[src/hdl/cec_misc0_cfg.svh]
// Constants for the corrected-error counter syndrome register
`ifndef CEC_MISC0_CFG_SVH
`define CEC_MISC0_CFG_SVH

// Counter-format feature codes
`define CEC_FMT_NONE      3'h0
`define CEC_FMT_8BIT      3'h2
`define CEC_FMT_16BIT     3'h4

// Field widths and masks
`define CEC_CNT_W         15
`define CEC_SYND_W        32
`define CEC_MASK_WIDE     15'h7fff
`define CEC_MASK_NARROW   15'h007f

// Field positions, single-counter layouts
`define CEC_W16_FLAG      47
`define CEC_W16_CNT_HI    46
`define CEC_W8_FLAG       39
`define CEC_W8_CNT_HI     38
`define CEC_CNT_LO        32

// Field positions, dual-counter layouts
`define CEC_D16_OFLAG     63
`define CEC_D16_OCNT_HI   62
`define CEC_D16_OCNT_LO   48
`define CEC_D8_OFLAG      47
`define CEC_D8_OCNT_HI    46
`define CEC_D8_OCNT_LO    40

// Reset values
`define CEC_CNT_RST       15'h0000
`define CEC_SYND_RST      32'h0000_0000
`define CEC_RDATA_RST     64'h0000_0000_0000_0000

// Whether deferred and uncorrected errors are countable
`define CEC_COUNT_DEFERRED 1'b0
`define CEC_COUNT_UNCORR   1'b0

`endif

[src/hdl/cec_pkg.sv]
// Types for the corrected-error counter syndrome register
package cec_pkg;

  // Register layout selected by the node features
  typedef enum logic [2:0] {
    CEC_LAY_NONE = 3'b000,
    CEC_LAY_W8   = 3'b001,
    CEC_LAY_W16  = 3'b010,
    CEC_LAY_D8   = 3'b011,
    CEC_LAY_D16  = 3'b100
  } cec_layout_t;

  // Class of a reported error
  typedef enum logic [1:0] {
    CEC_ERR_CORR   = 2'b00,
    CEC_ERR_DEFER  = 2'b01,
    CEC_ERR_UNCORR = 2'b10,
    CEC_ERR_RSVD   = 2'b11
  } cec_err_class_t;

endpackage

[src/hdl/cec_misc0.sv]
// Corrected-error counter syndrome register of one error record
// Operation
// - No standard format: syndrome in 31:0, bits 63:32 read zero
// - 16-bit single: count 46:32, flag 47
// - 8-bit single: count 38:32, flag 39
// - Single counter counts every corrected error
// - Wrap flag sets on wrap, stays set
// - Flag writes may upset status overflow flag
// - Cold reset any value (here RSTN loads zero); recovery reset keeps
// - 16-bit dual: other 63/62:48, repeat 47/46:32
// - 8-bit dual: other 47/46:40, repeat 39/38:32
// - Repeat counts first error, then matching ones
// - Other counts every error repeat misses
// - Dual formats: corrected errors are countable
// - Injection present: parts writable when not valid
// - Counters readable and writable by software
// - Error-specific syndrome ignores writes while valid
// - Format field picks none, 8-bit, 16-bit
// - Dual option gives repeat plus other counter
// - Writing zero to syndrome makes record quiet
`timescale 1ns/1ps
`include "cec_misc0_cfg.svh"

module cec_misc0
  import cec_pkg::*;
(
  input  wire logic                   CLK,
  input  wire logic                   RSTN,
  input  wire logic [2:0]             FMT_SEL,
  input  wire logic                   DUAL_OPT,
  input  wire logic                   REC_COUNTABLE,
  input  wire logic                   VALID_FLAG,
  input  wire logic                   ERR_EVT,
  input  wire logic [1:0]             ERR_CLASS,
  input  wire logic [`CEC_SYND_W-1:0] ERR_SYND,
  input  wire logic                   REG_WR,
  input  wire logic [63:0]            REG_WDATA,
  output logic      [63:0]            REG_RDATA,
  output logic                        WRAP_EVT
);

  // ----------------------------------------------------------------
  // Layout selection
  // ----------------------------------------------------------------
  cec_layout_t           layout;     // Active register layout
  logic                  narrow;     // 8-bit formats
  logic                  dual;       // Repeat plus other counter
  logic                  std_fmt;    // Standard counters present
  logic                  countable;  // Class may be counted
  logic                  cnt_ev;     // Countable event this cycle
  logic                  match;      // Syndrome equals captured one
  logic [1:0]            inc_vec;    // Increment per counter
  logic [1:0]            wr_en_vec;  // Software write per counter
  logic [`CEC_CNT_W-1:0] wr_cnt [2]; // Written count per counter
  logic [1:0]            wr_flg;     // Written flag per counter
  logic [`CEC_CNT_W-1:0] cnt [2];    // Count per counter
  logic [1:0]            flg;        // Wrap flag per counter
  logic [1:0]            wrap_vec;   // Wrap pulse per counter
  logic [`CEC_SYND_W-1:0] synd_reg;  // Captured syndrome
  logic                  held_reg;   // A syndrome is captured
  logic                  synd_wr_ok; // Syndrome field writable
  logic [63:0]           rd_next;    // Packed read value

  // Decode feature fields; reserved codes act as no counter
  always_comb begin
    layout = CEC_LAY_NONE;
    if (REC_COUNTABLE) begin
      case (FMT_SEL)
        `CEC_FMT_8BIT:  layout = DUAL_OPT ? CEC_LAY_D8 : CEC_LAY_W8;
        `CEC_FMT_16BIT: layout = DUAL_OPT ? CEC_LAY_D16 : CEC_LAY_W16;
        default:        layout = CEC_LAY_NONE;
      endcase
    end
  end

  assign narrow  = (layout == CEC_LAY_W8) || (layout == CEC_LAY_D8);
  assign dual    = (layout == CEC_LAY_D8) || (layout == CEC_LAY_D16);
  assign std_fmt = (layout != CEC_LAY_NONE);

  // ----------------------------------------------------------------
  // Event qualification and counter steering
  // ----------------------------------------------------------------
  // Corrected always counts; others by build choice
  always_comb begin
    case (cec_err_class_t'(ERR_CLASS))
      CEC_ERR_CORR:   countable = 1'b1;
      CEC_ERR_DEFER:  countable = `CEC_COUNT_DEFERRED;
      CEC_ERR_UNCORR: countable = `CEC_COUNT_UNCORR;
      default:        countable = 1'b0;
    endcase
  end

  assign cnt_ev = ERR_EVT && countable;
  assign match  = held_reg && (ERR_SYND == synd_reg);

  // Primary/repeat counter or other counter, never both
  assign inc_vec[0] = std_fmt && cnt_ev && (!dual || !held_reg || match);
  assign inc_vec[1] = dual && cnt_ev && held_reg && !match;

  // ----------------------------------------------------------------
  // Software write unpacking
  // ----------------------------------------------------------------
  // Counters always writable so software can reset them
  always_comb begin
    wr_en_vec = {dual && REG_WR, std_fmt && REG_WR};
    wr_cnt[0] = `CEC_CNT_RST;
    wr_cnt[1] = `CEC_CNT_RST;
    wr_flg    = 2'b00;
    case (layout)
      CEC_LAY_W16, CEC_LAY_D16: begin
        wr_cnt[0] = REG_WDATA[`CEC_W16_CNT_HI:`CEC_CNT_LO];
        wr_flg[0] = REG_WDATA[`CEC_W16_FLAG];
        wr_cnt[1] = REG_WDATA[`CEC_D16_OCNT_HI:`CEC_D16_OCNT_LO];
        wr_flg[1] = REG_WDATA[`CEC_D16_OFLAG];
      end
      CEC_LAY_W8, CEC_LAY_D8: begin
        wr_cnt[0] = {8'h00, REG_WDATA[`CEC_W8_CNT_HI:`CEC_CNT_LO]};
        wr_flg[0] = REG_WDATA[`CEC_W8_FLAG];
        wr_cnt[1] = {8'h00, REG_WDATA[`CEC_D8_OCNT_HI:`CEC_D8_OCNT_LO]};
        wr_flg[1] = REG_WDATA[`CEC_D8_OFLAG];
      end
      default: begin
        wr_flg = 2'b00;
      end
    endcase
  end

  // ----------------------------------------------------------------
  // Counter instances
  // ----------------------------------------------------------------
  // Index 0 is the primary or repeat counter, index 1 the other
  genvar gi;
  generate
    for (gi = 0; gi < 2; gi = gi + 1) begin : g_cnt
      cec_wrap_cnt u_cnt (
        .clk     (CLK),
        .rst_n   (RSTN),
        .narrow  (narrow),
        .inc     (inc_vec[gi]),
        .wr_en   (wr_en_vec[gi]),
        .wr_cnt  (wr_cnt[gi]),
        .wr_flag (wr_flg[gi]),
        .cnt_q   (cnt[gi]),
        .flag_q  (flg[gi]),
        .wrap    (wrap_vec[gi])
      );
    end
  endgenerate

  // ----------------------------------------------------------------
  // Syndrome capture
  // ----------------------------------------------------------------
  // Error-specific syndrome locked while the record is valid
  assign synd_wr_ok = REG_WR && !VALID_FLAG;

  // Capture beats a same-cycle write; zero write frees the capture
  always_ff @(posedge CLK) begin
    if (!RSTN) begin
      synd_reg <= `CEC_SYND_RST;
      held_reg <= 1'b0;
    end else if (cnt_ev && (!dual || !held_reg)) begin
      synd_reg <= ERR_SYND;
      held_reg <= 1'b1;
    end else if (synd_wr_ok) begin
      synd_reg <= REG_WDATA[`CEC_SYND_W-1:0];
      held_reg <= (REG_WDATA[`CEC_SYND_W-1:0] != `CEC_SYND_RST);
    end
  end

  // ----------------------------------------------------------------
  // Read path and wrap report
  // ----------------------------------------------------------------
  // Pack fields by layout; unused bits read zero
  always_comb begin
    rd_next = {32'h0000_0000, synd_reg};
    case (layout)
      CEC_LAY_W16: begin
        rd_next[`CEC_W16_FLAG] = flg[0];
        rd_next[`CEC_W16_CNT_HI:`CEC_CNT_LO] = cnt[0];
      end
      CEC_LAY_W8: begin
        rd_next[`CEC_W8_FLAG] = flg[0];
        rd_next[`CEC_W8_CNT_HI:`CEC_CNT_LO] = cnt[0][6:0];
      end
      CEC_LAY_D16: begin
        rd_next[`CEC_D16_OFLAG] = flg[1];
        rd_next[`CEC_D16_OCNT_HI:`CEC_D16_OCNT_LO] = cnt[1];
        rd_next[`CEC_W16_FLAG] = flg[0];
        rd_next[`CEC_W16_CNT_HI:`CEC_CNT_LO] = cnt[0];
      end
      CEC_LAY_D8: begin
        rd_next[`CEC_D8_OFLAG] = flg[1];
        rd_next[`CEC_D8_OCNT_HI:`CEC_D8_OCNT_LO] = cnt[1][6:0];
        rd_next[`CEC_W8_FLAG] = flg[0];
        rd_next[`CEC_W8_CNT_HI:`CEC_CNT_LO] = cnt[0][6:0];
      end
      default: begin
        rd_next = {32'h0000_0000, synd_reg};
      end
    endcase
  end

  // Registered read data
  always_ff @(posedge CLK) begin
    if (!RSTN) begin
      REG_RDATA <= `CEC_RDATA_RST;
    end else begin
      REG_RDATA <= rd_next;
    end
  end

  // Hardware wraps only; software flag writes do not report here
  always_ff @(posedge CLK) begin
    if (!RSTN) begin
      WRAP_EVT <= 1'b0;
    end else begin
      WRAP_EVT <= |wrap_vec;
    end
  end

  // ----------------------------------------------------------------
  // Assertions
  // ----------------------------------------------------------------
  chk_single_count: assert property (@(posedge CLK) disable iff (!RSTN)
    (std_fmt && !dual && cnt_ev && !REG_WR) |=>
      (cnt[0] == (($past(cnt[0]) + 15'h0001) & (narrow ? `CEC_MASK_NARROW : `CEC_MASK_WIDE))))
    else $error("single counter missed an error");

  chk_repeat_first: assert property (@(posedge CLK) disable iff (!RSTN)
    (dual && cnt_ev && !held_reg && !REG_WR) |=> (held_reg && synd_reg == $past(ERR_SYND) &&
      cnt[0] == (($past(cnt[0]) + 15'h0001) & (narrow ? `CEC_MASK_NARROW : `CEC_MASK_WIDE))))
    else $error("first error not taken by repeat counter");

  chk_other_miss: assert property (@(posedge CLK) disable iff (!RSTN)
    (dual && cnt_ev && held_reg && !match && !REG_WR) |=> ($stable(cnt[0]) && $changed(cnt[1])))
    else $error("mismatched error not taken by other counter");

  chk_count_once: assert property (@(posedge CLK) disable iff (!RSTN)
    (dual && cnt_ev && !REG_WR) |=> ($changed(cnt[0]) != $changed(cnt[1])))
    else $error("error counted zero or two times");

  // Report flop loads from the same wrap term as the flag, so both rise together
  chk_wrap_flag: assert property (@(posedge CLK) disable iff (!RSTN)
    (inc_vec[0] && !REG_WR && (cnt[0] == (narrow ? `CEC_MASK_NARROW : `CEC_MASK_WIDE))) |=>
      (flg[0] && cnt[0] == `CEC_CNT_RST && WRAP_EVT))
    else $error("wrap did not set flag and report");

  // Any set wrap flag survives until software writes the register
  chk_flag_sticky: assert property (@(posedge CLK) disable iff (!RSTN)
    ((|flg) && !REG_WR) |=> ((flg & $past(flg)) == $past(flg)))
    else $error("wrap flag cleared without a write");

  chk_synd_lock: assert property (@(posedge CLK) disable iff (!RSTN)
    (REG_WR && VALID_FLAG && !cnt_ev) |=> $stable(synd_reg))
    else $error("syndrome changed by write while valid");

  chk_zero_quiet: assert property (@(posedge CLK) disable iff (!RSTN)
    (synd_wr_ok && !cnt_ev && REG_WDATA[31:0] == `CEC_SYND_RST) |=> (!held_reg && synd_reg == `CEC_SYND_RST))
    else $error("zero write did not quiesce syndrome");

  chk_none_idle: assert property (@(posedge CLK) disable iff (!RSTN)
    (layout == CEC_LAY_NONE) |=> (REG_RDATA[63:32] == 32'h0000_0000))
    else $error("counter bits visible without standard format");

  chk_d16_map: assert property (@(posedge CLK) disable iff (!RSTN)
    (layout == CEC_LAY_D16) |=> (REG_RDATA[62:48] == $past(cnt[1]) && REG_RDATA[63] == $past(flg[1])))
    else $error("other counter misplaced in 16-bit dual layout");

  chk_w8_map: assert property (@(posedge CLK) disable iff (!RSTN)
    (layout == CEC_LAY_W8) |=> (REG_RDATA[39] == $past(flg[0]) && REG_RDATA[38:32] == $past(cnt[0][6:0])))
    else $error("counter misplaced in 8-bit layout");

endmodule

[src/hdl/cec_wrap_cnt.sv]
// One wrapping error counter with its sticky wrap flag
`timescale 1ns/1ps
`include "cec_misc0_cfg.svh"

module cec_wrap_cnt
  import cec_pkg::*;
(
  input  wire logic                   clk,
  input  wire logic                   rst_n,
  input  wire logic                   narrow,
  input  wire logic                   inc,
  input  wire logic                   wr_en,
  input  wire logic [`CEC_CNT_W-1:0]  wr_cnt,
  input  wire logic                   wr_flag,
  output logic      [`CEC_CNT_W-1:0]  cnt_q,
  output logic                        flag_q,
  output logic                        wrap
);

  logic [`CEC_CNT_W-1:0] mask;      // Active counter width
  logic [`CEC_CNT_W-1:0] base;      // Value before increment
  logic [`CEC_CNT_W-1:0] cnt_next;  // Next count
  logic                  flag_next; // Next wrap flag

  // Software write first, then the event increments on top of it
  always_comb begin
    mask      = narrow ? `CEC_MASK_NARROW : `CEC_MASK_WIDE;
    base      = wr_en ? (wr_cnt & mask) : (cnt_q & mask);
    wrap      = inc && (base == mask);
    cnt_next  = inc ? ((base + 15'h0001) & mask) : base;
    flag_next = wrap | (wr_en ? wr_flag : flag_q);
  end

  // Counter state; defined value on cold reset
  always_ff @(posedge clk) begin
    if (!rst_n) begin
      cnt_q  <= `CEC_CNT_RST;
      flag_q <= 1'b0;
    end else begin
      cnt_q  <= cnt_next;
      flag_q <= flag_next;
    end
  end

endmodule

[config.mk]
export PLATFORM = sky130hd
export DESIGN_NAME = cec_misc0
export DESIGN_NICKNAME = d
export VERILOG_FILES = /design/src/hdl/cec_pkg.sv /design/src/hdl/cec_misc0.sv /design/src/hdl/cec_wrap_cnt.sv
export VERILOG_INCLUDE_DIRS = /design/src /design/src/hdl
export SDC_FILE = /design/constraint.sdc
export NUM_CORES = 1
export LEC_CHECK = 0
export BUFFER_PORTS_ARGS = -buffer_cell sky130_fd_sc_hd__clkbuf_2
export CAP_MARGIN = 40
export CORE_ASPECT_RATIO = 0.75
export CORE_MARGIN = 2
export CORE_UTILIZATION = 45
export DETAILED_ROUTE_END_ITERATION = 10
export PLACE_DENSITY = 0.78
export SYNTH_ARGS = -nofsm -noshare
export SYNTH_HDL_FRONTEND = slang
export SYNTH_SLANG_ARGS = --single-unit
[constraint.sdc]
create_clock -name CLK -period 2.31 [get_ports CLK]
set_clock_uncertainty 0.2 [all_clocks]
set_input_delay 0.1155 -clock CLK [delete_from_list [all_inputs] [get_ports CLK]]
set_output_delay 0.1155 -clock CLK [all_outputs]
set_load 0.005 [all_outputs]
==> impl_metrics.yaml <==
route:
  drt-pass1-iter-count: 5
  vias_per_cell: 5.53
  detail_route.iter0.violations: 589
  post_drt_wl_per_cell_um: 18.9
  detail_route.drc_violations: 0
  number_of_nets_still_failing_antenna_checks_after_routing: 0
  wl_mm: 21.7
  via_count: 6339
logic_synthesis:
  synthArstFlopShare_pct: 0
  synth.net_count: 756
  synth_enable_flop_cells: 0
  ys_seq_elements: 130
  yosys_warnings: 0
  ys.flop_type: "sky130_fd_sc_hd__dfxtp_1"
  ys_seq_area_share_pct: 42.9
  avgSynthCellArea_um2: 9.40
  syn_area_um2: 6070
  ys_types: 76
  synth_cells: 646
status:
  run_status: "finished with violations"
  failed_checks: "negative setup slack"
final_layout:
  finalNetCount: 1072
  areaGrowthSynthToFinish_pct: 51.8
  largest_reg_flops: 64
  filler_cell_count: 949
  final_layout_size_suffix_gt1_share_pct: 36.7
  insertedDiodeCount: 0
  finish.utilization_pct: 70.6
setup_path:
  max_stage_delay_ns: 0.55
  worst_setup_start_kind: "primary input"
  worstSetupEndpointType: "register"
  cp.arrival_ns: 2.52
  cpMaxStageDelayCell: "sky130_fd_sc_hd__dlygate4sd3_1"
  timing.critical_path.fanout_max: 5
  cp.required_ns: 2.45
  path_class: "in -> reg"
  cell_type_with_the_highest_occurrence_count_on_the_critical_path: "sky130_fd_sc_hd__buf_4"
  cells_along_the_critical_path: "dlygate4sd3_1, clkbuf_2, xnor2_1, nand4_1, nor4_2, buf_4, a21oi_4, nor3_2, buf_4, nor2b_4, mux2i_1"
cts:
  clkSinkCount: 130
  worstSkewPairLatency_ns: 0.42
  cts_root_buffer: "sky130_fd_sc_hd__clkbuf_16"
  clk_pin_slew_ns: 0.06
  clock_path_buffers: 2
  htree_levels: 4
  numCtsBuffers: 17
  clock_tree_from_tritoncts: "yes"
pwr:
  total_leakage_power_nw: 4.11
  powerDensity_nw_per_um2: 627
  worst_ir_drop_vdd_mv: 0.537
  post-layout-total-power_w: 0.00578
global_route:
  top_usage_layer: "met2"
  track_usage_pct: 29.1
  grt_use_met3_pct: 7.61
  grt_overflow_total: 0
  first_global_vias: 6383
  groute.layer.met1.usage_pct: 39.2
  globalRouteMet2Util_pct: 44.1
  antenna_found_initial: 0
  largest_net_degree_at_the_start_of_global_routing: 66
  grt_first_pass_wirelength_mm: 33.3
timing:
  slew_headroom_pct: 48.1
  timing_worst_slew_pin_value_ns: 0.776
  grt_setup_unrepaired: "true"
  finalSetupViolCount: 17
  post-route-worst-setup-slack_ns: -0.0716
  period_minus_slack_ns: 2.38
  maxSlewViolCount: 0
  fin_crit_sh_pct: 103
  final-hold-violation-count: 0
  achievable-frequency_mhz: 420
die:
  design.portCount: 173
  placeable_area_um2: 13100
  die_area_um2: 14400
  row_count: 36
  start_util_pct: 46.5
  floorplan.die.width_um: 138
  die_h_um: 105
flow_run:
  cap_violations: 0
placement:
  io_buffers: 172
  place.gp.congestion: 0.974
  dp.final_hpwl_mm: 13.8
worst_hold_path:
  type_of_the_worst_min_delay_path: "in -> reg"
[synth_stat cells, types with 4 or more instances]
| master | n | area (um2) |
|---|---|---|
| sky130_fd_sc_hd__inv_1 | 5 | 18.8 |
| sky130_fd_sc_hd__mux2i_1 | 43 | 430 |
| sky130_fd_sc_hd__and4_1 | 5 | 43.8 |
| sky130_fd_sc_hd__nand4_1 | 16 | 100 |
| sky130_fd_sc_hd__o21ai_0 | 9 | 45.0 |
| sky130_fd_sc_hd__a21oi_1 | 18 | 90.1 |
| sky130_fd_sc_hd__nand2_1 | 39 | 146 |
| sky130_fd_sc_hd__dfxtp_1 | 130 | 2600 |
| sky130_fd_sc_hd__nor3_1 | 4 | 20.0 |
| sky130_fd_sc_hd__a31o_2 | 5 | 43.8 |
| sky130_fd_sc_hd__a211oi_1 | 33 | 248 |
| sky130_fd_sc_hd__nand2b_1 | 4 | 25.0 |
| sky130_fd_sc_hd__buf_6 | 4 | 45.0 |
| sky130_fd_sc_hd__buf_1 | 6 | 22.5 |
| sky130_fd_sc_hd__and3_2 | 7 | 52.6 |
| sky130_fd_sc_hd__a31oi_1 | 6 | 37.5 |
| sky130_fd_sc_hd__and2_1 | 55 | 344 |
| sky130_fd_sc_hd__clkbuf_1 | 21 | 78.8 |
| sky130_fd_sc_hd__nor2_1 | 62 | 233 |
| sky130_fd_sc_hd__and3_1 | 10 | 62.6 |
| sky130_fd_sc_hd__a21o_1 | 4 | 30.0 |
| sky130_fd_sc_hd__buf_2 | 4 | 20.0 |
| sky130_fd_sc_hd__xnor2_1 | 38 | 333 |
| sky130_fd_sc_hd__nor4_1 | 10 | 62.6 |
| sky130_fd_sc_hd__a22oi_1 | 16 | 120 |
| sky130_fd_sc_hd__a22o_1 | 6 | 52.6 |
| sky130_fd_sc_hd__nand3_1 | 16 | 80.1 |
[power by group]
group / switching, W / internal (W)
logic: 0.000363 / 0.000399
registers: 0.0000615 / 0.00232
clock network: 0.00120 / 0.00143
total: 0.00163 / 0.00415
[worst max-delay path, delay by kind of cell]
kind / cells / cell delay [ns]
xor+xnor: 1 / 0.20
mux: 1 / 0.21
buf+inv: 4 / 1.04
simple gates: 4 / 0.84
compound gates: 1 / 0.10
[what timing repair did]
item                       CTS  global route
pin swaps                    8            11
hold endpoints to repair    47             0
resized for setup           13            27
cloned                       0             1
setup endpoints to repair   29            30
hold buffers                80             0
setup buffers                1             2
[per-layer routing]
layer / part of all wire (%) / vias to the layer above
met2: 45 / 346
met1: 44 / 2966
met3: 8.2 / 75
met4: 3.2 / 0
met5: 0 / -
li1: - / 2952
[through the flow]
stage	cells	cell area [um2]	worst slack, ns	TNS [ns]	hold slack, ns
final	1146	9220	-0.0716	-0.776	0.0167
after global routing	1146	9220	-0.128	-1.60	0.0440
after CTS	1144	9050	0.00157	0	0.00483
after detailed placement	1031	7600	-0.204	-3.71	0.222
after global placement	1031	7600	-0.200	-3.25	0.214
after floorplan	646	6070	0.00213	0	0.0981
[placed cells by master (no fill, tap or decap), types with 5 or more instances in the layout]
master                          synthesis  routed
sky130_fd_sc_hd__a211oi_1              33      33
sky130_fd_sc_hd__a21oi_1               18      16
sky130_fd_sc_hd__a22o_1                 6       6
sky130_fd_sc_hd__a22oi_1               16      16
sky130_fd_sc_hd__a31o_2                 5       5
sky130_fd_sc_hd__a31oi_1                6       5
sky130_fd_sc_hd__and2_1                55      55
sky130_fd_sc_hd__and3_1                10      10
sky130_fd_sc_hd__and3_2                 7       7
sky130_fd_sc_hd__buf_4                  2      80
sky130_fd_sc_hd__clkbuf_16              0      18
sky130_fd_sc_hd__clkbuf_2               1     171
sky130_fd_sc_hd__dfxtp_1              130     125
sky130_fd_sc_hd__dlygate4sd3_1          0      80
sky130_fd_sc_hd__inv_1                  5       5
sky130_fd_sc_hd__inv_6                  0       6
sky130_fd_sc_hd__mux2i_1               43      43
sky130_fd_sc_hd__nand2_1               39      38
sky130_fd_sc_hd__nand3_1               16      16
sky130_fd_sc_hd__nand4_1               16      16
sky130_fd_sc_hd__nor2_1                62      61
sky130_fd_sc_hd__nor4_1                10       8
sky130_fd_sc_hd__o21ai_0                9       8
sky130_fd_sc_hd__xnor2_1               38      30
sky130_fd_sc_hd__xnor2_2                1       8
[path summary, 6_finish.rpt]
check                                               from                 endpoint  cells after the start  slack [ns]
worst max-delay path                         ERR_SYND[6]  g_cnt[0].u_cnt.cnt_q[3]                     11       -0.07
worst min-delay path                       REG_WDATA[32]  g_cnt[0].u_cnt.cnt_q[0]                      6        0.02
worst max register to register               synd_reg[6]  g_cnt[0].u_cnt.cnt_q[3]                      9       -0.06
worst min register to register  g_cnt[1].u_cnt.cnt_q[14]            REG_RDATA[62]                      1        0.30
[final cells by class]
cell class | instances | area, um2 | share of cell area, %
clock buffer | 17 | 425 | 4.62
tap | 171 | 214 | 2.32
inverter | 5 | 18.8 | 0.204
timing repair buffer | 336 | 2340 | 25.4
sequential | 130 | 2610 | 28.3
clock inverter | 15 | 143 | 1.55
multi-input combinational | 472 | 3460 | 37.5
[logic make-up (layout without fill, tap and decap cells)]
| family | count (synthesis) | after routing | share of synthesized area, % |
|---|---|---|---|
| xor+xnor | 43 | 43 | 6.45 |
| buf+inv | 44 | 373 | 3.59 |
| flops | 130 | 130 | 42.9 |
| compound gates | 121 | 121 | 14.6 |
| simple gates | 261 | 261 | 24.6 |
| fa+ha+maj | 2 | 2 | 0.412 |
| mux | 45 | 45 | 7.52 |
No activity file was read; power rests on OpenSTA's default activity.
